==> src/rsc_params.svh <==
// Constants of the reset source controller: offsets, fields, resets, timing
`ifndef RSC_PARAMS_SVH
`define RSC_PARAMS_SVH

// ****************************************
// Register offsets
// ****************************************
`define RSC_OFS_CAUSE 8'hEF
`define RSC_OFS_STAT 8'hF0
`define RSC_OFS_MASK 8'hF1

// ****************************************
// Cause register bit positions
// ****************************************
`define RSC_B_PIN 0
`define RSC_B_POR 1
`define RSC_B_LOSS 2
`define RSC_B_WDT 3
`define RSC_B_SW 4
`define RSC_B_CMP 5
`define RSC_B_FLASH 6
`define RSC_B_ONE 7

// ****************************************
// Reset values
// ****************************************
`define RSC_CAUSE_RST 7'h02
`define RSC_STAT_RST 8'h00
`define RSC_MASK_RST 8'h00
`define RSC_SYNC_RST 3'h3

// ****************************************
// Timing
// ****************************************
`define RSC_CLK_MHZ 250
`define RSC_LOSS_US 100
`define RSC_LOSS_CYC (`RSC_LOSS_US * `RSC_CLK_MHZ)
`define RSC_HOLD_CYC 5'h0F
`define RSC_WDT_DIV_LAST 4'hB

`endif

==> src/rsc_pkg.sv <==
// Types shared by the reset source controller files
package rsc_pkg;
  // Top state: running, held by the pin, or holding an internal reset
  typedef enum logic [1:0] {RSC_RUN, RSC_PIN, RSC_HOLD} rsc_state_t;
  // Reset source chosen in one cycle
  typedef enum logic [2:0] {
    SRC_NONE, SRC_PIN, SRC_POR, SRC_LOSS, SRC_CMP, SRC_WDT, SRC_FLASH, SRC_SW
  } rsc_src_t;
endpackage : rsc_pkg

==> src/rsc_flash_if.sv <==
// Flash access signals passed from the top to the flash fault checker
`timescale 1ns/1ns
interface rsc_flash_if;
  logic rd;          // Data read from code space
  logic wr;          // Write or erase attempt
  logic fetch;       // Instruction fetch
  logic [15:0] addr; // Target address
  logic [15:0] lock; // Lock byte address
  logic wen;         // Flash write enable
  logic sec;         // Blocked by security settings
  logic vmon_on;     // Supply monitor enabled
  logic vmon_high;   // Supply monitor at high threshold
  logic fault;       // Access is illegal
  modport req (output rd, wr, fetch, addr, lock, wen, sec, vmon_on, vmon_high, input fault);
  modport chk (input rd, wr, fetch, addr, lock, wen, sec, vmon_on, vmon_high, output fault);
endinterface : rsc_flash_if

==> src/rsc_flash_check.sv <==
// Flash fault checker: flags illegal flash accesses in the same cycle
`timescale 1ns/1ns
module rsc_flash_check (
  rsc_flash_if.chk f
);
  // ****************************************
  // Fault terms
  // ****************************************
  logic wr_live; // Write or erase with write enable set
  logic above;   // Target beyond the lock byte
  assign wr_live = f.wr & f.wen;
  assign above = (f.addr > f.lock);
  // Any access above user space, a read or write blocked by security, or a write with unsafe supply
  assign f.fault = (above & (f.rd | wr_live | f.fetch))
                 | (f.sec & (f.rd | wr_live))
                 | (wr_live & (~f.vmon_on | ~f.vmon_high));
endmodule : rsc_flash_check

==> src/rsc_loss_timer.sv <==
// Clock loss timer: counts held-clock cycles and fires after the limit
`timescale 1ns/1ns
module rsc_loss_timer #(
  parameter int LIMIT = 25000
) (
  input wire logic i_clk,
  input wire logic i_resetn,
  input wire logic i_arm,
  input wire logic i_stall,
  output logic o_fire
);
  // ****************************************
  // Stall counter
  // ****************************************
  logic [15:0] cnt_q; // Consecutive held cycles
  logic fire_q;       // Timeout pulse

  // Count while armed and held; any live clock cycle recharges it
  always_ff @(posedge i_clk or negedge i_resetn) begin
    if (!i_resetn) begin
      cnt_q <= 16'h0000;
      fire_q <= 1'b0;
    end else if (!i_arm || !i_stall) begin
      cnt_q <= 16'h0000;
      fire_q <= 1'b0;
    end else begin
      // Fire once the hold has lasted longer than the limit
      fire_q <= (cnt_q == LIMIT[15:0]);
      if (cnt_q != 16'hFFFF) begin
        cnt_q <= cnt_q + 16'h0001;
      end
    end
  end
  assign o_fire = fire_q;
endmodule : rsc_loss_timer

==> src/rsc_top.sv <==
// Reset source controller: merges reset sources and records the cause
//
// What this block does
// - Pin low resets; pin flag set on exit
// - Clock held over 100 us resets
// - Clock loss flag marks only that reset
// - Clock loss bit write enables detector
// - Internal resets never drive the pin
// - Comparator bit enables source, reads cause
// - Enabled comparator low resets device
// - Watchdog restarts on system clock/12
// - Watchdog expiry resets, sets its flag
// - Flash access above lock byte resets
// - Security-blocked flash read or write resets
// - Flash write with weak supply resets
// - Flash flag marks only flash reset
`timescale 1ns/1ns
`include "rsc_params.svh"
module rsc_top #(
  parameter int LOSS_CYC = `RSC_LOSS_CYC
) (
  input wire logic i_clk,
  input wire logic i_resetn,
  input wire logic [7:0] i_addr,
  input wire logic [7:0] i_wdata,
  input wire logic i_wr,
  input wire logic i_rd,
  output logic [7:0] o_rdata,
  input wire logic i_rst_pin_n,
  input wire logic i_clk_stall,
  input wire logic i_cmp_out,
  input wire logic i_vmon_low,
  input wire logic i_vmon_on,
  input wire logic i_vmon_high,
  input wire logic i_wdt_expire,
  input wire logic i_flash_rd,
  input wire logic i_flash_wr,
  input wire logic i_fetch,
  input wire logic [15:0] i_flash_addr,
  input wire logic [15:0] i_lock_addr,
  input wire logic i_flash_wen,
  input wire logic i_sec_block,
  output logic o_sys_rst,
  output logic o_wdt_start,
  output logic o_wdt_tick,
  output logic o_irq
);
  // ****************************************
  // Declarations
  // ****************************************
  rsc_pkg::rsc_state_t state_q; // Top state
  rsc_pkg::rsc_src_t pick;      // Source chosen this cycle
  logic [4:0] hold_q;           // Internal reset hold count
  logic [2:0] s1_q;             // First sync stage: pin, comparator, low supply
  logic [2:0] s2_q;             // Second sync stage
  logic pin_s;                  // Pin level, high when released
  logic cmp_s;                  // Comparator output
  logic vlow_s;                 // Supply below threshold
  logic [6:0] cause_q;          // Cause of the latest reset
  logic cmp_en_q;               // Comparator as reset source
  logic loss_en_q;              // Clock loss detector enabled
  logic vmon_en_q;              // Supply monitor as reset source
  logic [7:0] stat_q;           // Sticky event status
  logic [7:0] mask_q;           // Interrupt mask
  logic [7:0] rdata_q;          // Read data
  logic [7:0] ev_vec;           // Cause bits of an event this cycle
  logic [3:0] div_q;            // Watchdog clock divider
  logic tick_q;                 // Divided watchdog tick
  logic start_q;                // Watchdog restart pulse
  logic loss_fire;              // Clock loss timeout
  logic sw_wr;                  // Software reset write
  logic cause_wr;               // Write to the cause register
  logic leave;                  // Last cycle of any reset
  logic running;                // No reset in progress

  rsc_flash_if fl ();

  // One-hot cause bits for a source
  function automatic logic [7:0] cause_vec(input rsc_pkg::rsc_src_t s);
    logic [7:0] v;
    v = 8'h00;
    case (s)
      rsc_pkg::SRC_PIN: v[`RSC_B_PIN] = 1'b1;
      rsc_pkg::SRC_POR: v[`RSC_B_POR] = 1'b1;
      rsc_pkg::SRC_LOSS: v[`RSC_B_LOSS] = 1'b1;
      rsc_pkg::SRC_CMP: v[`RSC_B_CMP] = 1'b1;
      rsc_pkg::SRC_WDT: v[`RSC_B_WDT] = 1'b1;
      rsc_pkg::SRC_FLASH: v[`RSC_B_FLASH] = 1'b1;
      rsc_pkg::SRC_SW: v[`RSC_B_SW] = 1'b1;
      default: v = 8'h00;
    endcase
    return v;
  endfunction : cause_vec

  // ****************************************
  // Input synchronisers
  // ****************************************
  // Pin is only sampled here; nothing in this block drives it
  always_ff @(posedge i_clk or negedge i_resetn) begin
    if (!i_resetn) begin
      s1_q <= `RSC_SYNC_RST;
      s2_q <= `RSC_SYNC_RST;
    end else begin
      s1_q <= {i_vmon_low, i_cmp_out, i_rst_pin_n};
      s2_q <= s1_q;
    end
  end
  assign pin_s = s2_q[0];
  assign cmp_s = s2_q[1];
  assign vlow_s = s2_q[2];

  // ****************************************
  // Sub-blocks
  // ****************************************
  assign running = (state_q == rsc_pkg::RSC_RUN);

  // Detector armed only while enabled and running
  rsc_loss_timer #(
    .LIMIT(LOSS_CYC)
  ) u_loss (
    .i_clk(i_clk),
    .i_resetn(i_resetn),
    .i_arm(loss_en_q & running),
    .i_stall(i_clk_stall),
    .o_fire(loss_fire)
  );

  assign fl.rd = i_flash_rd;
  assign fl.wr = i_flash_wr;
  assign fl.fetch = i_fetch;
  assign fl.addr = i_flash_addr;
  assign fl.lock = i_lock_addr;
  assign fl.wen = i_flash_wen;
  assign fl.sec = i_sec_block;
  assign fl.vmon_on = i_vmon_on;
  assign fl.vmon_high = i_vmon_high;

  rsc_flash_check u_flash (
    .f(fl)
  );

  // ****************************************
  // Source selection
  // ****************************************
  assign cause_wr = i_wr && (i_addr == `RSC_OFS_CAUSE);
  assign sw_wr = cause_wr && i_wdata[`RSC_B_SW];

  // Fixed priority when several sources fire together
  always_comb begin
    if (!pin_s) begin
      pick = rsc_pkg::SRC_PIN;
    end else if (vmon_en_q && vlow_s) begin
      pick = rsc_pkg::SRC_POR;
    end else if (loss_en_q && loss_fire) begin
      pick = rsc_pkg::SRC_LOSS;
    end else if (cmp_en_q && !cmp_s) begin
      pick = rsc_pkg::SRC_CMP;
    end else if (i_wdt_expire) begin
      pick = rsc_pkg::SRC_WDT;
    end else if (fl.fault) begin
      pick = rsc_pkg::SRC_FLASH;
    end else if (sw_wr) begin
      pick = rsc_pkg::SRC_SW;
    end else begin
      pick = rsc_pkg::SRC_NONE;
    end
  end

  // Pin cause is logged on exit, others on entry
  always_comb begin
    ev_vec = 8'h00;
    if (state_q == rsc_pkg::RSC_PIN && pin_s) begin
      ev_vec = cause_vec(rsc_pkg::SRC_PIN);
    end else if (running && pick != rsc_pkg::SRC_PIN) begin
      ev_vec = cause_vec(pick);
    end
  end

  assign leave = pin_s && ((state_q == rsc_pkg::RSC_PIN)
               || (state_q == rsc_pkg::RSC_HOLD && hold_q == 5'h00));

  // ****************************************
  // Reset state machine
  // ****************************************
  always_ff @(posedge i_clk or negedge i_resetn) begin
    if (!i_resetn) begin
      state_q <= rsc_pkg::RSC_RUN;
      hold_q <= 5'h00;
    end else begin
      case (state_q)
        // Wait for a source
        rsc_pkg::RSC_RUN: begin
          if (pick == rsc_pkg::SRC_PIN) begin
            state_q <= rsc_pkg::RSC_PIN;
          end else if (pick != rsc_pkg::SRC_NONE) begin
            state_q <= rsc_pkg::RSC_HOLD;
            hold_q <= `RSC_HOLD_CYC;
          end
        end
        // Held for as long as the pin stays low
        rsc_pkg::RSC_PIN: begin
          if (pin_s) begin
            state_q <= rsc_pkg::RSC_RUN;
          end
        end
        // Internal reset of fixed length; pin low takes over
        rsc_pkg::RSC_HOLD: begin
          if (!pin_s) begin
            state_q <= rsc_pkg::RSC_PIN;
          end else if (hold_q == 5'h00) begin
            state_q <= rsc_pkg::RSC_RUN;
          end else begin
            hold_q <= hold_q - 5'h01;
          end
        end
        default: begin
          state_q <= rsc_pkg::RSC_RUN;
        end
      endcase
    end
  end
  assign o_sys_rst = !running;

  // ****************************************
  // Cause register
  // ****************************************
  // Whole field replaced so only the latest source shows
  always_ff @(posedge i_clk or negedge i_resetn) begin
    if (!i_resetn) begin
      cause_q <= `RSC_CAUSE_RST;
    end else if (ev_vec != 8'h00) begin
      cause_q <= ev_vec[6:0];
    end
  end

  // Source enables: cleared by power-on, loaded by writes
  always_ff @(posedge i_clk or negedge i_resetn) begin
    if (!i_resetn) begin
      cmp_en_q <= 1'b0;
      loss_en_q <= 1'b0;
      vmon_en_q <= 1'b0;
    end else if (running && pick != rsc_pkg::SRC_NONE) begin
      // Any reset drops comparator and clock loss sources
      cmp_en_q <= 1'b0;
      loss_en_q <= 1'b0;
    end else if (running && cause_wr) begin
      cmp_en_q <= i_wdata[`RSC_B_CMP];
      loss_en_q <= i_wdata[`RSC_B_LOSS];
      vmon_en_q <= i_wdata[`RSC_B_POR];
    end
  end

  // ****************************************
  // Interrupt status and mask
  // ****************************************
  // Event set wins over a write-one clear in the same cycle
  always_ff @(posedge i_clk or negedge i_resetn) begin
    if (!i_resetn) begin
      stat_q <= `RSC_STAT_RST;
    end else if (i_wr && i_addr == `RSC_OFS_STAT) begin
      stat_q <= (stat_q & ~i_wdata) | ev_vec;
    end else begin
      stat_q <= stat_q | ev_vec;
    end
  end

  // Mask register
  always_ff @(posedge i_clk or negedge i_resetn) begin
    if (!i_resetn) begin
      mask_q <= `RSC_MASK_RST;
    end else if (i_wr && i_addr == `RSC_OFS_MASK) begin
      mask_q <= i_wdata;
    end
  end
  assign o_irq = |(stat_q & mask_q);

  // ****************************************
  // Read port
  // ****************************************
  // Data stand only in the cycle after the read strobe
  always_ff @(posedge i_clk or negedge i_resetn) begin
    if (!i_resetn) begin
      rdata_q <= 8'h00;
    end else if (i_rd) begin
      case (i_addr)
        // Top bit always reads one
        `RSC_OFS_CAUSE: rdata_q <= {1'b1, cause_q};
        `RSC_OFS_STAT: rdata_q <= stat_q;
        `RSC_OFS_MASK: rdata_q <= mask_q;
        default: rdata_q <= 8'h00;
      endcase
    end else begin
      rdata_q <= 8'h00;
    end
  end
  assign o_rdata = rdata_q;

  // ****************************************
  // Watchdog restart and clock
  // ****************************************
  // Divide by twelve, restarted by every reset
  always_ff @(posedge i_clk or negedge i_resetn) begin
    if (!i_resetn) begin
      div_q <= 4'h0;
      tick_q <= 1'b0;
      start_q <= 1'b0;
    end else begin
      start_q <= leave;
      // Also cleared on the edge that enters reset, so no tick shows inside it
      if (!running || pick != rsc_pkg::SRC_NONE) begin
        div_q <= 4'h0;
        tick_q <= 1'b0;
      end else begin
        tick_q <= (div_q == `RSC_WDT_DIV_LAST);
        div_q <= (div_q == `RSC_WDT_DIV_LAST) ? 4'h0 : div_q + 4'h1;
      end
    end
  end
  assign o_wdt_start = start_q;
  assign o_wdt_tick = tick_q;
endmodule : rsc_top

==> config.mk <==
export PLATFORM = sky130hd
export DESIGN_NAME = rsc_top
export DESIGN_NICKNAME = d
export VERILOG_FILES = /design/src/rsc_pkg.sv /design/src/rsc_flash_if.sv /design/src/rsc_flash_check.sv /design/src/rsc_loss_timer.sv /design/src/rsc_top.sv
export VERILOG_INCLUDE_DIRS = /design/src
export SDC_FILE = /design/constraint.sdc
export NUM_CORES = 1
export LEC_CHECK = 0
export ABC_AREA = 1
export BUFFER_PORTS_ARGS = -buffer_cell sky130_fd_sc_hd__clkbuf_2
export CAP_MARGIN = 10
export CORE_ASPECT_RATIO = 0.9
export CORE_UTILIZATION = 35
export DETAILED_ROUTE_END_ITERATION = 16
export SYNTH_ARGS = -nofsm -noshare
export SYNTH_HDL_FRONTEND = slang
export SYNTH_SLANG_ARGS = --single-unit
export TNS_END_PERCENT = 50
==> constraint.sdc <==
create_clock -name i_clk -period 5.5 [get_ports i_clk]
set_clock_uncertainty 0.2 [all_clocks]
set_input_delay 0.55 -clock i_clk [delete_from_list [all_inputs] [get_ports i_clk]]
set_output_delay 0.55 -clock i_clk [all_outputs]
set_load 0.02 [all_outputs]
==> results.md <==
- Outcome: finished clean
- IO Pins: 76
- Post-synthesis mux area share: 0%
- Full die area: roughly 12000 µm²
- Initial antenna violation count: 0
- Final Hold Fails: 0
- Post-synthesis simple-gate area fraction: 26.52%
- Pwr Density: about 300 nW/µm²
- Largest net degree at the start of global routing: just over 70
- Htree depth: 3
- Power, Total: 1433 µW
- Largest family of logic cells by synthesized area: simple AND/OR/NAND/NOR gates
- Routed via count: around 3400
- Post-route ant nets: 0
- Final worst slack: 3.110 ns
- # DRC: 0
- Drt total wl: ~8600 µm
- Setup TNS: 0 ns
- Total setup buffers inserted after CTS: 0
- GRT Total Usage: 16.58%
- Die Y: between 100 and 150 µm
- CTS sink cnt: 70
- Core box area: 10860 µm²
- Multi-input gate area: 1768 µm²
- Worst slew margin: a little over two fifths
- CP max stage cell: dfrtp_1
- Leading area contributor after synthesis: dfrtp_1
- Top cells by area, synth: dfrtp_1, nand2_1, inv_1, ha_1, o21ai_0
- Post-layout min period: 2.391 ns
- Clk_lat worst skew: 0.33 ns
- Top cell type's share of synthesized area: around two fifths
- Drt pass-1 iters: 4
- Initial DRC count: about 140
- WS Path Type: reg2reg
- Buffers on Ports: between 70 and 80
- GR Overflow Total: 0
- Register Area: 1758 µm²
- Num rows: 36
- Slowest stage delay, CP: 0.37 ns
- HPWL after DPL: 6788 µm
- # fillers: between 1000 and 1500
- First-pass GRT wire length: roughly 15000 µm
- Critical Path Start Type: flip-flop
- Via density: approximately 4.6
- Cells after synthesis: ~490
- Required time worst endpoint: ~5.5 ns
- Fmax: 0.4183 GHz
- Slew at the pin closest to its max-slew limit: approximately 0.86 ns
- Clk buf depth: 2
- Leak: 0.002453 µW
- Synth unique cells: 38
- Number of global-route vias before repair: between 3000 and 4000
- Syn avg cell area: ~8.0 µm²
- Critical Path Most Common Cell: nand2_1
- Crit-path cells: ha_1, nand2_1, nor3_1, nand2_2, nor2_2, nand2_2, nand2_1, nor3_2, nand2_1, nor2_1, nand2_1, nor3b_1, nor3_2
- Post-Synth XOR/XNOR Area: less than 1%
- Post-Synth Adder-Cell Area: roughly 6.7%
- VDD IR max: ~0.00019 V
- Mapped Area: ~3900 µm²
- Mapped Nets: between 500 and 600
- Fin nets: approximately 660
- Num CTS Buffers: 9
- Initial Utilization: 36.03%
- RSZ-0062 raised after global routing: false
- Tcrit/Tclk final: between 40% and 50%
- Placer congestion estimate: roughly 0.86
- Die Wd: ~110 µm
- Synth warn: 0
- Area fraction in compound gates after synthesis: 11.52%
- Place WS: between 2 and 3 ns
- Final setup vio count: 0
- CTS tree: done
- Resize count post-CTS: 0
- Share of layout cells above drive strength 1: 21.11%
- WP data arrival: 2.39 ns
- Pins Over Slew Limit: 0
- Max FO, Critical Path: 7
- ANT cells: 0
- CTS clk-pin slew, worst paths: 0.05 ns
- Hold crit path type: in2reg
- Wire per inst: ~12 µm
- FF+latch count, synth: 70
- Sequential share of the synthesized area: ~45%
- Worst setup EP type: flip-flop
- Hold_buf cts: 0
- Max Cap Viol: 0
- Clock root cell: clkbuf_16
- Layout Area Growth over Synthesis: 22.20%
[sequential cells by signal, indices dropped and copies added, names as in the netlist]
signal	count
s1_q	3
cmp_en_q	1
state_q	2
stat_q	8
o_wdt_start	1
u_loss.cnt_q	16
o_wdt_tick	1
s2_q	3
div_q	4
hold_q	5
loss_en_q	1
o_rdata	8
mask_q	8
u_loss.o_fire	1
cause_q	7
vmon_en_q	1
[Yosys cell counts]
cell,instances
o22ai_1,1
nor2_2,2
nand3_2,1
o31ai_1,2
dfrtp_1,65
xor2_1,2
a21oi_1,16
nor3_2,3
a21o_1,1
o21ai_0,39
a32o_1,2
inv_2,1
nand2_1,103
clkbuf_8,1
nand2_2,7
inv_1,96
nand3_4,1
nand3_1,24
or2_2,2
dfstp_2,5
nand2_4,5
nor4_1,4
clkbuf_1,2
o211ai_1,1
a211oi_1,3
o21ai_1,4
nor3_1,11
nor4_2,1
nor3b_2,1
nor2_4,2
nor3b_1,1
a31oi_1,8
a221oi_1,3
nand4_1,5
nand3b_1,2
nor3_4,1
nor2_1,40
ha_1,21
[final cells by class]
cell class                      instances  area share (%)
Inverter                               97           7.618
Sequential cell                        70           36.78
Multi-Input combinational cell        319           36.99
Clock inverter                          4           1.466
Timing Repair Buffer                   76           8.010
Clock buffer                           12           5.157
Tap cell                              152           3.979
[power by group]
part / leakage [µW] / switching (µW) / total (µW) / internal, µW
clock network: 0.000157 / 201 / 609 / 407
registers: 0.000902 / 34.1 / 598 / 564
logic: 0.00139 / 141 / 226 / 85.4
[cells by family (layout without fill, tap and decap cells)]
group,Yosys count,after routing
simple gates,216,216
buf+inv,100,189
compound gates,80,80
flops,70,70
fa+ha+maj,21,21
xor+xnor,2,2
[worst max-delay path, delay by kind of cell, from the launching register on]
family	cells	cell delay (ns)
flops	1	0.37
fa+ha+maj	1	0.21
simple gates	12	1.48
[layout by cell type (no fill, tap or decap), types with 9 or more instances in the layout]
cell and n:
a21oi_1 16, clkbuf_2 74, ha_1 21, inv_1 96, nand2_1 103, clkbuf_16 9
o21ai_0 39, nor2_1 40, nor3_1 11, nand3_1 24, dfrtp_1 65
[metrics by stage]
step / std cells / utilization (%) / instance area, µm² / hold WS, ns
floorplan: 489 / - / 3911 / 0.05441
global placement: 714 / 41.11 / 4463 / 0.1381
detailed placement: 714 / 41.11 / 4463 / 0.1491
CTS: 730 / 44.03 / 4780 / 0.08669
global route: 730 / 44.03 / 4780 / 0.08717
finish: 730 / 44.03 / 4780 / 0.09609
[final timing paths]
| check | startpoint | slack, ns | cells past startpoint | to |
|---|---|---|---|---|
| setup / recovery | u_loss.cnt_q[0] | 3.11 | 13 | u_loss.cnt_q[13] |
| hold / removal | i_cmp_out | 0.1 | 1 | s1_q[1] |
| setup reg to reg | u_loss.cnt_q[0] | 3.11 | 13 | u_loss.cnt_q[13] |
| hold reg to reg | s1_q[2] | 0.16 | 0 | s2_q[2] |
| max in group asynchronous | i_resetn | 4.33 | 2 | u_loss.cnt_q[12] |
| min in group asynchronous | i_resetn | 0.21 | 2 | o_rdata[4] |
[per-layer routing]
metal	track usage (%)	up-vias	part of all wire, %
met5	0	-	0
met4	7.794	0	1.7
met3	3.796	14	4.0
met2	29.78	67	50
met1	18.90	1548	45
li1	-	1745	-
No activity file was read; power rests on OpenSTA's default activity.
